--- src/design/optical_port_consts.svh ---
// Register indices, field positions, reset values and timing counts of the optical port block.
`ifndef OPTICAL_PORT_CONSTS_SVH
`define OPTICAL_PORT_CONSTS_SVH
`define IDX_PULSE_CTRL      14'h2004
`define IDX_TX_SELECT       14'h2007
`define IDX_PORT_CTRL       14'h2008
`define IDX_PULSE_MAX_WIDTH 14'h2080
`define IDX_PULSE_INTERVAL  14'h2081
`define IDX_STATUS          14'h20F0
`define BIT_PULSE_POL_INV   6
`define BIT_TX_INVERT       0
`define BIT_TX_MOD_EN       1
`define BIT_RX_INVERT       4
`define BIT_RX_TO_GPIO      5
`define RST_PULSE_MAX_WIDTH 8'hFF
`define RST_PULSE_INTERVAL  8'h00
`define RST_DUTY            2'h0
`define RST_TX_SELECT       2'h0
`define WIDTH_NO_LIMIT      8'hFF
`define CLK_PERIOD_NS       100
`define SAMPLE_TIME_NS      397000
`define SAMPLE_CYC          (`SAMPLE_TIME_NS / `CLK_PERIOD_NS)
`define CARRIER_CYC         16
`define RESP_OKAY           2'h0
`define RESP_SLVERR         2'h2
`endif

--- src/design/optical_port_pkg.sv ---
// Types shared by the optical port block.
`default_nettype none
package optical_port_pkg;
    typedef enum logic [1:0] {
        TX_FROM_UART     = 2'h0,
        TX_FROM_GPIO     = 2'h1,
        TX_FROM_REAL     = 2'h2,
        TX_FROM_REACTIVE = 2'h3
    } tx_source_t;
    typedef struct packed {
        tx_source_t tx_pin_source_select;
        logic [1:0] tx_modulation_duty;
        logic       tx_invert;
        logic       tx_modulation_enable;
        logic       rx_invert;
        logic       rx_pin_to_gpio;
        logic       pulse_polarity_invert;
        logic [7:0] pulse_max_width;
        logic [7:0] pulse_interval;
    } port_cfg_t;
endpackage
`default_nettype wire

--- src/design/optical_port_pulse_output.sv ---
// Optical port pin routing and energy pulse shaping with an AXI4-Lite register slave.
// Operation
// - The transmit pin source is the UART output, a general output, the real or the reactive pulse.
// - The transmit-invert bit inverts the transmit signal ahead of any modulation.
// - The modulation-enable bit fills the zero intervals of the inverted signal with a carrier.
// - The receive pin feeds the comparator path at 0 and becomes a general input at 1.
// - The receive-invert bit inverts the comparator result and does nothing in general-input use.
// - Each low pulse is cut off after twice the width field plus one time-base ticks.
// - The width time base is the 397 us sample period.
// - A width field of all ones turns limiting off and gives a 50 percent duty output.
// - A zero interval field sends pulses straight out; otherwise they queue and are spaced.
// - Pulse outputs are active low, and active high when the polarity bit is set.
`include "optical_port_consts.svh"
`default_nettype none
module optical_port_pulse_output
    import optical_port_pkg::*;
#(
    parameter int SAMPLE_CYC  = `SAMPLE_CYC,
    parameter int CARRIER_CYC = `CARRIER_CYC
)(
    input  wire logic        aclk,
    input  wire logic        aresetn,
    input  wire logic        awvalid,
    output logic             awready,
    input  wire logic [15:0] awaddr,
    input  wire logic        wvalid,
    output logic             wready,
    input  wire logic [31:0] wdata,
    input  wire logic [3:0]  wstrb,
    output logic             bvalid,
    input  wire logic        bready,
    output logic [1:0]       bresp,
    input  wire logic        arvalid,
    output logic             arready,
    input  wire logic [15:0] araddr,
    output logic             rvalid,
    input  wire logic        rready,
    output logic [31:0]      rdata,
    output logic [1:0]       rresp,
    input  wire logic        uart_tx_data,
    input  wire logic        general_io_two_out,
    input  wire logic        general_io_two_oe,
    input  wire logic        real_energy_req,
    input  wire logic        reactive_energy_req,
    input  wire logic        optical_receive_pin,
    output logic             optical_transmit_pin,
    output logic             optical_transmit_pin_oe,
    output logic             uart_rx_data,
    output logic             general_io_one_in,
    output logic             real_energy_pulse,
    output logic             reactive_energy_pulse
);
    localparam int CW = $clog2(CARRIER_CYC);
    localparam int SW = $clog2(SAMPLE_CYC);
    localparam logic [SW-1:0] SAMPLE_LAST = SW'(SAMPLE_CYC - 1);

    port_cfg_t        cfg_reg;
    logic             aw_have_reg;
    logic             w_have_reg;
    logic [13:0]      aw_idx_reg;
    logic [7:0]       w_byte_reg;
    logic             w_lane_reg;
    logic [SW-1:0]    sample_cnt_reg;
    logic             tick;
    logic [CW-1:0]    car_cnt_reg;
    logic [CW-1:0]    car_low;
    logic             carrier;
    logic             tx_src;
    logic             tx_inv;
    logic             tx_mod;
    logic [2:0]       rx_sync_reg;
    logic             rx_stable_reg;
    logic [1:0]       req;
    logic [1:0]       pulse_level;
    logic [1:0]       pulse_pin_reg;
    logic             wr_go;
    logic [13:0]      ar_idx;

    // Write channels are taken independently, one write outstanding at a time.
    assign awready = !aw_have_reg && !bvalid;
    assign wready  = !w_have_reg && !bvalid;
    assign arready = !rvalid;
    assign wr_go   = aw_have_reg && w_have_reg && !bvalid;
    assign ar_idx  = araddr[15:2];

    // Capture of write address and data until both are present.
    always_ff @(posedge aclk)
    begin
        if (!aresetn)
        begin
            aw_have_reg <= 1'b0;
            w_have_reg  <= 1'b0;
            aw_idx_reg  <= 14'h0000;
            w_byte_reg  <= 8'h00;
            w_lane_reg  <= 1'b0;
        end
        else
        begin
            if (awvalid && awready)
            begin
                aw_have_reg <= 1'b1;
                aw_idx_reg  <= awaddr[15:2];
            end
            else if (wr_go)
                aw_have_reg <= 1'b0;
            if (wvalid && wready)
            begin
                w_have_reg <= 1'b1;
                w_byte_reg <= wdata[7:0];
                w_lane_reg <= wstrb[0];
            end
            else if (wr_go)
                w_have_reg <= 1'b0;
        end
    end

    // Write response, with an error for an index outside the map.
    always_ff @(posedge aclk)
    begin
        if (!aresetn)
        begin
            bvalid <= 1'b0;
            bresp  <= `RESP_OKAY;
        end
        else if (wr_go)
        begin
            bvalid <= 1'b1;
            case (aw_idx_reg)
                `IDX_PULSE_CTRL, `IDX_TX_SELECT, `IDX_PORT_CTRL,
                `IDX_PULSE_MAX_WIDTH, `IDX_PULSE_INTERVAL, `IDX_STATUS:
                    bresp <= `RESP_OKAY;
                default:
                    bresp <= `RESP_SLVERR;
            endcase
        end
        else if (bready)
            bvalid <= 1'b0;
    end

    // Configuration fields, updated by byte lane 0 of a write.
    always_ff @(posedge aclk)
    begin
        if (!aresetn)
        begin
            cfg_reg                      <= '0;
            cfg_reg.tx_pin_source_select <= tx_source_t'(`RST_TX_SELECT);
            cfg_reg.tx_modulation_duty   <= `RST_DUTY;
            cfg_reg.pulse_max_width      <= `RST_PULSE_MAX_WIDTH;
            cfg_reg.pulse_interval       <= `RST_PULSE_INTERVAL;
        end
        else if (wr_go && w_lane_reg)
        begin
            case (aw_idx_reg)
                `IDX_PULSE_CTRL:
                    cfg_reg.pulse_polarity_invert <= w_byte_reg[`BIT_PULSE_POL_INV];
                `IDX_TX_SELECT:
                begin
                    cfg_reg.tx_pin_source_select <= tx_source_t'(w_byte_reg[7:6]);
                    cfg_reg.tx_modulation_duty   <= w_byte_reg[1:0];
                end
                `IDX_PORT_CTRL:
                begin
                    cfg_reg.tx_invert            <= w_byte_reg[`BIT_TX_INVERT];
                    cfg_reg.tx_modulation_enable <= w_byte_reg[`BIT_TX_MOD_EN];
                    cfg_reg.rx_invert            <= w_byte_reg[`BIT_RX_INVERT];
                    cfg_reg.rx_pin_to_gpio       <= w_byte_reg[`BIT_RX_TO_GPIO];
                end
                `IDX_PULSE_MAX_WIDTH:
                    cfg_reg.pulse_max_width <= w_byte_reg;
                `IDX_PULSE_INTERVAL:
                    cfg_reg.pulse_interval <= w_byte_reg;
                default:
                    cfg_reg <= cfg_reg;
            endcase
        end
    end

    // Read channel; the status word shows the receive and transmit pin levels and the two pulse levels.
    always_ff @(posedge aclk)
    begin
        if (!aresetn)
        begin
            rvalid <= 1'b0;
            rdata  <= 32'h0000_0000;
            rresp  <= `RESP_OKAY;
        end
        else if (arvalid && arready)
        begin
            rvalid <= 1'b1;
            rresp  <= `RESP_OKAY;
            rdata  <= 32'h0000_0000;
            case (ar_idx)
                `IDX_PULSE_CTRL:
                    rdata[`BIT_PULSE_POL_INV] <= cfg_reg.pulse_polarity_invert;
                `IDX_TX_SELECT:
                    rdata[7:0] <= {cfg_reg.tx_pin_source_select, 4'h0,
                                   cfg_reg.tx_modulation_duty};
                `IDX_PORT_CTRL:
                    rdata[7:0] <= {2'h0, cfg_reg.rx_pin_to_gpio, cfg_reg.rx_invert,
                                   2'h0, cfg_reg.tx_modulation_enable, cfg_reg.tx_invert};
                `IDX_PULSE_MAX_WIDTH:
                    rdata[7:0] <= cfg_reg.pulse_max_width;
                `IDX_PULSE_INTERVAL:
                    rdata[7:0] <= cfg_reg.pulse_interval;
                `IDX_STATUS:
                    rdata[3:0] <= {rx_stable_reg, optical_transmit_pin, pulse_level};
                default:
                    rresp <= `RESP_SLVERR;
            endcase
        end
        else if (rready)
            rvalid <= 1'b0;
    end

    // Sample-period time base for pulse widths and spacing.
    always_ff @(posedge aclk)
    begin
        if (!aresetn || tick)
            sample_cnt_reg <= '0;
        else
            sample_cnt_reg <= sample_cnt_reg + 1'b1;
    end
    assign tick = (sample_cnt_reg == SAMPLE_LAST);

    // Free carrier; its low part is half, quarter, eighth or sixteenth of the period.
    always_ff @(posedge aclk)
    begin
        if (!aresetn)
            car_cnt_reg <= '0;
        else
            car_cnt_reg <= car_cnt_reg + 1'b1;
    end
    // The shift amount is widened so that duty code 3 gives a shift of four, not zero.
    assign car_low = CW'(CARRIER_CYC >> ({1'b0, cfg_reg.tx_modulation_duty} + 3'd1));
    assign carrier = (car_cnt_reg >= car_low);

    // Transmit path: source, then inversion, then modulation.
    always_comb
    begin
        case (cfg_reg.tx_pin_source_select)
            TX_FROM_UART:     tx_src = uart_tx_data;
            TX_FROM_GPIO:     tx_src = general_io_two_out;
            TX_FROM_REAL:     tx_src = pulse_pin_reg[0];
            TX_FROM_REACTIVE: tx_src = pulse_pin_reg[1];
            default:          tx_src = uart_tx_data;
        endcase
    end
    assign tx_inv = tx_src ^ cfg_reg.tx_invert;
    assign tx_mod = cfg_reg.tx_modulation_enable ? (tx_inv | carrier) : tx_inv;

    // Transmit pin register; the enable follows the general output enable in I/O use.
    always_ff @(posedge aclk)
    begin
        if (!aresetn)
        begin
            optical_transmit_pin    <= 1'b0;
            optical_transmit_pin_oe <= 1'b1;
        end
        else
        begin
            optical_transmit_pin    <= tx_mod;
            optical_transmit_pin_oe <= (cfg_reg.tx_pin_source_select != TX_FROM_GPIO)
                                       || general_io_two_oe;
        end
    end

    // Receive pin synchroniser; a level counts once stages two and three agree.
    always_ff @(posedge aclk)
    begin
        if (!aresetn)
        begin
            rx_sync_reg   <= 3'h7;
            rx_stable_reg <= 1'b1;
        end
        else
        begin
            rx_sync_reg <= {rx_sync_reg[1:0], optical_receive_pin};
            if (rx_sync_reg[1] == rx_sync_reg[2])
                rx_stable_reg <= rx_sync_reg[2];
        end
    end

    // Receive routing to the UART or to the general input.
    always_ff @(posedge aclk)
    begin
        if (!aresetn)
        begin
            uart_rx_data      <= 1'b1;
            general_io_one_in <= 1'b0;
        end
        else
        begin
            uart_rx_data      <= cfg_reg.rx_pin_to_gpio ? 1'b1 :
                                 (rx_stable_reg ^ cfg_reg.rx_invert);
            general_io_one_in <= cfg_reg.rx_pin_to_gpio ? rx_stable_reg : 1'b0;
        end
    end

    assign req = {reactive_energy_req, real_energy_req};

    // One pulse shaper for the real and one for the reactive channel.
    for (genvar i = 0; i < 2; i++)
    begin : g_pulse
        logic [3:0] pend_reg;
        logic [7:0] gap_reg;
        logic [8:0] wcnt_reg;
        logic       active_reg;
        logic       toggle_reg;
        logic       fire;
        logic       queued;
        logic       no_limit;

        assign queued   = (cfg_reg.pulse_interval != 8'h00);
        assign no_limit = (cfg_reg.pulse_max_width == `WIDTH_NO_LIMIT);
        assign fire     = queued ? ((pend_reg != 4'h0) && (gap_reg == 8'h00) && !active_reg)
                                 : req[i];

        // Queue of pending pulses and spacing counter; a request and a release in one cycle leave the count unchanged.
        always_ff @(posedge aclk)
        begin
            if (!aresetn || !queued)
            begin
                pend_reg <= 4'h0;
                gap_reg  <= 8'h00;
            end
            else
            begin
                if (req[i] && !fire && pend_reg != 4'hF)
                    pend_reg <= pend_reg + 4'h1;
                else if (fire && !req[i])
                    pend_reg <= pend_reg - 4'h1;
                if (fire)
                    gap_reg <= cfg_reg.pulse_interval;
                else if (tick && gap_reg != 8'h00)
                    gap_reg <= gap_reg - 8'h01;
            end
        end

        // Width-limited pulse, or a level that toggles per pulse when limiting is off.
        always_ff @(posedge aclk)
        begin
            if (!aresetn)
            begin
                active_reg <= 1'b0;
                toggle_reg <= 1'b0;
                wcnt_reg   <= 9'h000;
            end
            else if (fire && no_limit)
            begin
                toggle_reg <= !toggle_reg;
                active_reg <= 1'b0;
            end
            else if (fire)
            begin
                active_reg <= 1'b1;
                wcnt_reg   <= 9'h000;
            end
            else if (active_reg && tick)
            begin
                wcnt_reg <= wcnt_reg + 9'h001;
                if (wcnt_reg == {cfg_reg.pulse_max_width, 1'b0})
                    active_reg <= 1'b0;
            end
        end

        assign pulse_level[i] = no_limit ? toggle_reg : active_reg;

        // Pin level: low while active, unless the polarity is inverted.
        always_ff @(posedge aclk)
        begin
            if (!aresetn)
                pulse_pin_reg[i] <= 1'b1;
            else
                pulse_pin_reg[i] <= pulse_level[i] ^ !cfg_reg.pulse_polarity_invert;
        end

    end

    assign real_energy_pulse     = pulse_pin_reg[0];
    assign reactive_energy_pulse = pulse_pin_reg[1];
endmodule
`default_nettype wire

--- config.mk ---
export PLATFORM = sky130hd
export DESIGN_NAME = optical_port_pulse_output
export DESIGN_NICKNAME = d
export VERILOG_FILES = /design/src/design/optical_port_pkg.sv /design/src/design/optical_port_pulse_output.sv
export VERILOG_INCLUDE_DIRS = /design/src /design/src/design
export SDC_FILE = /design/constraint.sdc
export NUM_CORES = 1
export LEC_CHECK = 0
export ABC_CLOCK_PERIOD_IN_PS = 3800
export BUFFER_PORTS_ARGS = -buffer_cell sky130_fd_sc_hd__buf_2
export CELL_PAD_IN_SITES_DETAIL_PLACEMENT = 1
export CELL_PAD_IN_SITES_GLOBAL_PLACEMENT = 1
export CORE_MARGIN = 3
export CORE_UTILIZATION = 43
export CTS_BUF_LIST = sky130_fd_sc_hd__clkbuf_8
export DETAILED_ROUTE_END_ITERATION = 12
export PLACE_DENSITY = 0.82
export SETUP_SLACK_MARGIN = 0.4
export SLEW_MARGIN = 30
export SYNTH_ARGS = -nofsm -noshare
export SYNTH_HDL_FRONTEND = slang
export SYNTH_SLANG_ARGS = --single-unit
--- constraint.sdc ---
create_clock -name aclk -period 3.8 [get_ports aclk]
set_input_delay 0.95 -clock aclk [delete_from_list [all_inputs] [get_ports aclk]]
set_output_delay 0.95 -clock aclk [all_outputs]
set_load 0.01 [all_outputs]
==> results of run 1 <==
[cells in the final DEF, fill, tap and decap left out, types with 4 or more instances in the layout]
cell and count:
buf_4 9, nand2_1 83, conb_1 26, a21oi_1 22, ha_1 17, nand4_1 12, nand2b_1 11, nor3_1 9
o21ai_0 25, a32oi_1 4, o31a_1 4, or3_1 6, and3_1 7, a211oi_1 14, xnor2_1 21, nor2b_1 32
inv_1 17, buf_2 70, nor4_1 12, dfxtp_1 134, clkbuf_8 18, nand4b_1 6, nor2_1 71, and2_1 9
a21o_1 4, xor2_1 41, a21boi_0 31, a22oi_1 5, nand3_1 26, nand3b_1 6, a31oi_1 4, mux2i_1 35
[kinds of logic after synthesis]
family | count (synthesis) | share of synthesized area
other | 1 | 0.000557
buffers and inverters | 67 | 0.0518
XOR/XNOR | 62 | 0.0806
flip-flops | 134 | 0.398
multiplexers | 37 | 0.0570
AND/OR/NAND/NOR | 310 | 0.233
AO/OA/AOI/OAI | 137 | 0.141
adder cells (fa/ha/maj) | 19 | 0.0375
[worst max-delay path, delay by kind of cell, from the launching register on]
| family | cells | cell delay (ns) |
|---|---|---|
| compound gates | 3 | 0.54 |
| mux | 1 | 0.24 |
| buf+inv | 1 | 0.08 |
| xor+xnor | 1 | 0.16 |
| fa+ha+maj | 2 | 0.39 |
| simple gates | 4 | 1.22 |
| flops | 1 | 0.34 |
[per-stage QoR]
stage / hold slack (ns) / utilization / area, sq um / setup slack, ns
floorplan: 0.386 / - / 6830 / 0.481
global placement: 0.389 / 0.473 / 7220 / 0.735
detailed placement: 0.400 / 0.473 / 7220 / 0.682
CTS: 0.419 / 0.497 / 7580 / 0.660
global route: 0.438 / 0.497 / 7580 / 0.424
finish: 0.411 / 0.497 / 7580 / 0.671
[metal layers]
metal,track usage,part of all wire,up-vias
met3,0.0402,0.042,17
met2,0.336,0.48,104
li1,-,-,2777
met1,0.261,0.47,2682
met5,0,0,-
met4,0.0601,0.013,0
[power by group through the flow]
stage,clock [mW],combinational [mW],sequential [mW]
5_1_grt,1.18,0.237,1.47
3_5_place_dp,0,0.208,1.50
3_3_place_gp,0,0.202,1.50
2_1_floorplan,0,0.154,1.49
6_report,1.10,0.208,1.47
4_1_cts,1.12,0.210,1.47
[area by class of cell]
class,instances,share of cell area
well taps,211,0.0348
repair buffers,79,0.0551
multi-input cells,591,0.501
flip-flops and latches,134,0.354
clock inverters,14,0.0150
inverters,14,0.00693
clock buffers,18,0.0327
[worst min path at each step]
stage                              start             end  slack (ns)  cells past startpoint
final                     rx_sync_reg[0]  rx_sync_reg[1]        0.41                      1
after global routing      rx_sync_reg[0]  rx_sync_reg[1]        0.44                      1
after CTS                 rx_sync_reg[0]  rx_sync_reg[1]        0.42                      1
after detailed placement  rx_sync_reg[0]  rx_sync_reg[1]        0.40                      1
after global placement    rx_sync_reg[0]  rx_sync_reg[1]        0.39                      1
after floorplan           rx_sync_reg[0]  rx_sync_reg[1]        0.39                      1
==> results.json, run 1 <==
{
  "crit_path_start": "g_pulse[0].gap_reg[0]",
  "port_buffers": 70,
  "cts_made_buffers": 17,
  "clk_pin_slew_worst_paths_ns": 0.08,
  "cts_root_buf": "clkbuf_8",
  "vias": 5580,
  "r2r-end": "g_pulse[0].pend_reg[3]",
  "grt_setup_unrepaired": "no",
  "fin_setup_tns_ns": 0,
  "p_int_mw": 2.05,
  "htreeDepth": 4,
  "finClkSkew_ns": 0.0157,
  "initial_core_util": 0.442,
  "fmax_mhz": 320,
  "crit_chain": "inv_1 -> ha_1 -> or3b_2 -> or4_4 -> o21a_1 -> nand3_1 -> ha_1 -> a21o_1 -> a21oi_1 -> mux2i_1 -> xor2_1 -> nor2_1",
  "max_stage_delay_ns": 0.54,
  "drc": 0,
  "clockBufferDepth": 2,
  "p_clk_frac": 0.395,
  "ys_ff_latch": 134,
  "multiInputGateArea_sq_um": 3800,
  "p_sw_mw": 0.727,
  "startpoint_type": "flop",
  "via_per_inst": 5.26,
  "placementRows": 45,
  "grtUsageTotal": 0.200,
  "grt_first_pass_wirelength_microns": 28600,
  "synth_flop_cell": "dfxtp_1",
  "synthArstFlopShare": 0,
  "regArea_sq_um": 2680,
  "drive_above_1_share": 0.145,
  "worstPathRequired_ns": 4.11,
  "setup_viol": 0,
  "synth_edf_count": 0,
  "p_leak_nw": 2.94,
  "status": "complete, no violations",
  "worst-setup-path-type": "reg -> reg",
  "dieWidth_microns": 131,
  "hpwl_microns": 12500,
  "r2r_cells": 12,
  "synthTopCellsByArea": "dfxtp_1, xor2_1, mux2i_1",
  "p_sw_frac": 0.262,
  "totalPowerFinal_mw": 2.77,
  "dieArea_sq_um": 17200,
  "endpoint": "g_pulse[0].pend_reg[3]",
  "cts.sinks": 134,
  "tritoncts": "done",
  "ios": 128,
  "overflow": 0,
  "timing.final.crit_share": 0.823,
  "cp_slowest_cell": "or4_4",
  "synth_area_sq_um": 6740,
  "area_growth_pct": 12.5,
  "combPwrFrac": 0.075,
  "chipHeight_microns": 131,
  "post_cts_buffers": 0,
  "grt_pass1_vias": 5735,
  "grt_max_degree": 46,
  "synth.yosys.seq_area_share": 0.398,
  "antennaDiodeCount": 0,
  "cp-end-kind": "flop",
  "antenna_found_initial": 0,
  "n_fill_cell": 1837,
  "relSlewSlack": 0.397,
  "maxCapViolCount": 0,
  "syn_avg_cell_area_sq_um": 8.78,
  "slew_viol_final": 0,
  "first_pass_iters": 4,
  "worst_slew_pin_slew_ns": 0.900,
  "vdd_drop_max_mv": 0.187,
  "rrSetupSlack_ns": 0.67,
  "ctsResizeCount": 0,
  "r2r-start": "g_pulse[0].gap_reg[0]",
  "yosysMostFrequentCell": "dfxtp_1",
  "synthCells": 767,
  "fin_cells": 1061,
  "p_seq_frac": 0.530,
  "synth_area_leader_cell": "dfxtp_1",
  "wl_microns": 17100,
  "wire_per_inst_microns": 16.1,
  "powerDensity_nw_per_um2": 366,
  "critPathArrivalTime_ns": 3.44,
  "hold_viol_final": 0,
  "ant_nets": 0,
  "gp_congestion": 0.806,
  "cpMostUsedCell": "ha_1",
  "finalCriticalPeriod_ns": 3.13,
  "final_nets": 937,
  "yosys-top-cells-count": "dfxtp_1, nand2_1, nor2_1",
  "clk_latency_ns": 0.46,
  "hold_buffers": 0,
  "place_inst": 1029,
  "largest_reg_flops": 25,
  "drt_iter0_markers": 347,
  "netlist.area_leader.share": 0.398,
  "cp_max_fo": 4,
  "core_area_sq_um": 15300,
  "yosysWarningCount": 0,
  "min_path_type": "reg -> reg",
  "yosysUniqueCellTypes": 65
}
Note: power is estimated with default switching activity, not from simulation.
==> run 2, diff against run 1 <==
Settings changed: ABC_CLOCK_PERIOD_IN_PS 3800 to 2950.
Clock period 3.8 ns to 2.95 ns, I/O delays scaled along.
==> run 2 against run 1 <==
Net effect:
- sequential power is 29% higher
- clock skew shrank 0.0053 ns
- routed wire length increased by 16%
- global-route usage is 2.4 points higher
- core utilization increased by 3.9 points
- fmax is 8.9% higher
- critical endpoint is now g_pulse[0].wcnt_reg[6]
- largest power group unchanged
==> results.json, run 2 (synthesis gave the netlist of run 1 again) <==
{
  "vdd_drop_max_mv": 0.292,
  "dieArea_sq_um": 17200,
  "via_per_inst": 5.55,
  "cp-end-kind": "flop",
  "finalCriticalPeriod_ns": 2.87,
  "r2r_cells": 10,
  "drive_above_1_share": 0.218,
  "placementRows": 45,
  "antennaDiodeCount": 0,
  "finClkSkew_ns": 0.0104,
  "n_fill_cell": 1760,
  "cts_made_buffers": 17,
  "maxCapViolCount": 0,
  "timing.final.crit_share": 0.974,
  "post_dp_cell_area_sq_um": 7320,
  "grt_first_pass_wirelength_microns": 31600,
  "max_stage_delay_ns": 0.55,
  "first_pass_iters": 6,
  "cts_root_buf": "clkbuf_8",
  "worstPathRequired_ns": 3.30,
  "layout_commonest_cell": "dfxtp_1",
  "largest_reg_flops": 25,
  "clk_latency_ns": 0.46,
  "slew_viol_final": 0,
  "setup_viol": 0,
  "crit_chain": "or4_4 -> or4_4 -> buf_4 -> buf_6 -> buf_6 -> o31ai_4 -> buf_6 -> o21ai_4 -> o21a_1 -> o21ba_2",
  "grt_pass1_vias": 6216,
  "ant_nets": 0,
  "final_cell_mix": "dfxtp_1, nand2_1, nor2_1",
  "fin_cells": 1086,
  "hold_depth": 1,
  "crit_family": "simple AND/OR/NAND/NOR gates",
  "hold_viol_final": 0,
  "htreeDepth": 4,
  "fmax_mhz": 348,
  "hpwl_microns": 13100,
  "critPathArrivalTime_ns": 3.23,
  "status": "complete, no violations",
  "grt_setup_unrepaired": "yes",
  "whs_ns": 0.424,
  "clockBufferDepth": 2,
  "final_nets": 962,
  "grt_max_degree": 63,
  "place_inst": 1033,
  "critPathBufInv": 4,
  "fin_area_sq_um": 8170,
  "dieWidth_microns": 131,
  "chipHeight_microns": 131,
  "p_leak_nw": 3.17,
  "min_path_type": "reg -> reg",
  "powerDensity_nw_per_um2": 483,
  "grtUsageTotal": 0.224,
  "r2r-start": "g_pulse[0].gap_reg[4]",
  "wl_microns": 19900,
  "worst_slew_pin_slew_ns": 0.861,
  "overflow": 0,
  "clk_pin_slew_worst_paths_ns": 0.08,
  "antenna_found_initial": 0,
  "vias": 6027,
  "whs_endpoint": "rx_sync_reg[1]",
  "relSlewSlack": 0.424,
  "rrSetupSlack_ns": 0.08,
  "worst-setup-path-type": "reg -> reg",
  "cp_slowest_cell": "or4_4",
  "cpMostUsedCell": "buf_6",
  "ios": 128,
  "hold_buffers": 0,
  "port_buffers": 70,
  "gp_congestion": 0.825,
  "cts.sinks": 134,
  "tritoncts": "done",
  "startpoint_type": "flop",
  "drt_iter0_markers": 291,
  "hp-start": "rx_sync_reg[0]",
  "totalPowerFinal_mw": 3.95,
  "drc": 0,
  "core_area_sq_um": 15300,
  "wire_per_inst_microns": 18.3,
  "cp_max_fo": 4,
  "area_growth_pct": 21.3,
  "r2r-end": "g_pulse[0].wcnt_reg[6]",
  "initial_core_util": 0.442
}
-- run 2: metal layers --
| metal | vias up | share of wire | GRT usage |
|---|---|---|---|
| met5 | - | 0 | 0 |
| met4 | 0 | 0.035 | 0.0875 |
| met3 | 63 | 0.044 | 0.0486 |
| met2 | 192 | 0.51 | 0.399 |
| met1 | 2950 | 0.41 | 0.264 |
| li1 | 2822 | - | - |
-- run 2: area by class of cell --
cell class	instances	area (sq um)	share of cell area
Timing Repair Buffer	104	637	0.0779
Clock inverter	14	209	0.0256
Clock buffer	18	248	0.0303
Sequential cell	134	2700	0.331
Inverter	14	55.1	0.00674
Tap cell	211	264	0.0323
Multi-Input combinational cell	591	4060	0.497
-- run 2: through the flow --
stage                     TNS, ns  utilization  setup slack (ns)
after detailed placement        0        0.480            0.0741
final                           0        0.536            0.0763
after global placement          0        0.480             0.108
after floorplan           -0.0398            -           -0.0398
after CTS                       0        0.520             0.144
after global routing      -0.0130        0.536           -0.0130
-- run 2: how the worst max path moves through the flow --
stage	start	to	slack (ns)	depth (start not counted)
2_1_floorplan	g_pulse[0].gap_reg[0]	g_pulse[0].pend_reg[3]	-0.04	14
3_3_place_gp	g_pulse[0].gap_reg[1]	g_pulse[0].pend_reg[3]	0.11	12
3_5_place_dp	g_pulse[0].gap_reg[1]	g_pulse[0].pend_reg[3]	0.07	12
4_1_cts	g_pulse[0].gap_reg[3]	g_pulse[0].pend_reg[3]	0.14	10
5_1_grt	g_pulse[0].gap_reg[4]	g_pulse[0].pend_reg[3]	-0.01	10
6_report	g_pulse[0].gap_reg[4]	g_pulse[0].wcnt_reg[6]	0.08	10
-- run 2: repair_timing --
action,CTS,global route
setup endpoints to repair,16,31
pin swaps,8,19
setup buffers,10,11
resized for setup,19,38
-- run 2: power breakdown --
part | switching (mW) | internal, mW
clock | 0.751 | 1.02
sequential | 0.0452 | 1.85
combinational | 0.170 | 0.113
total | 0.966 | 2.98
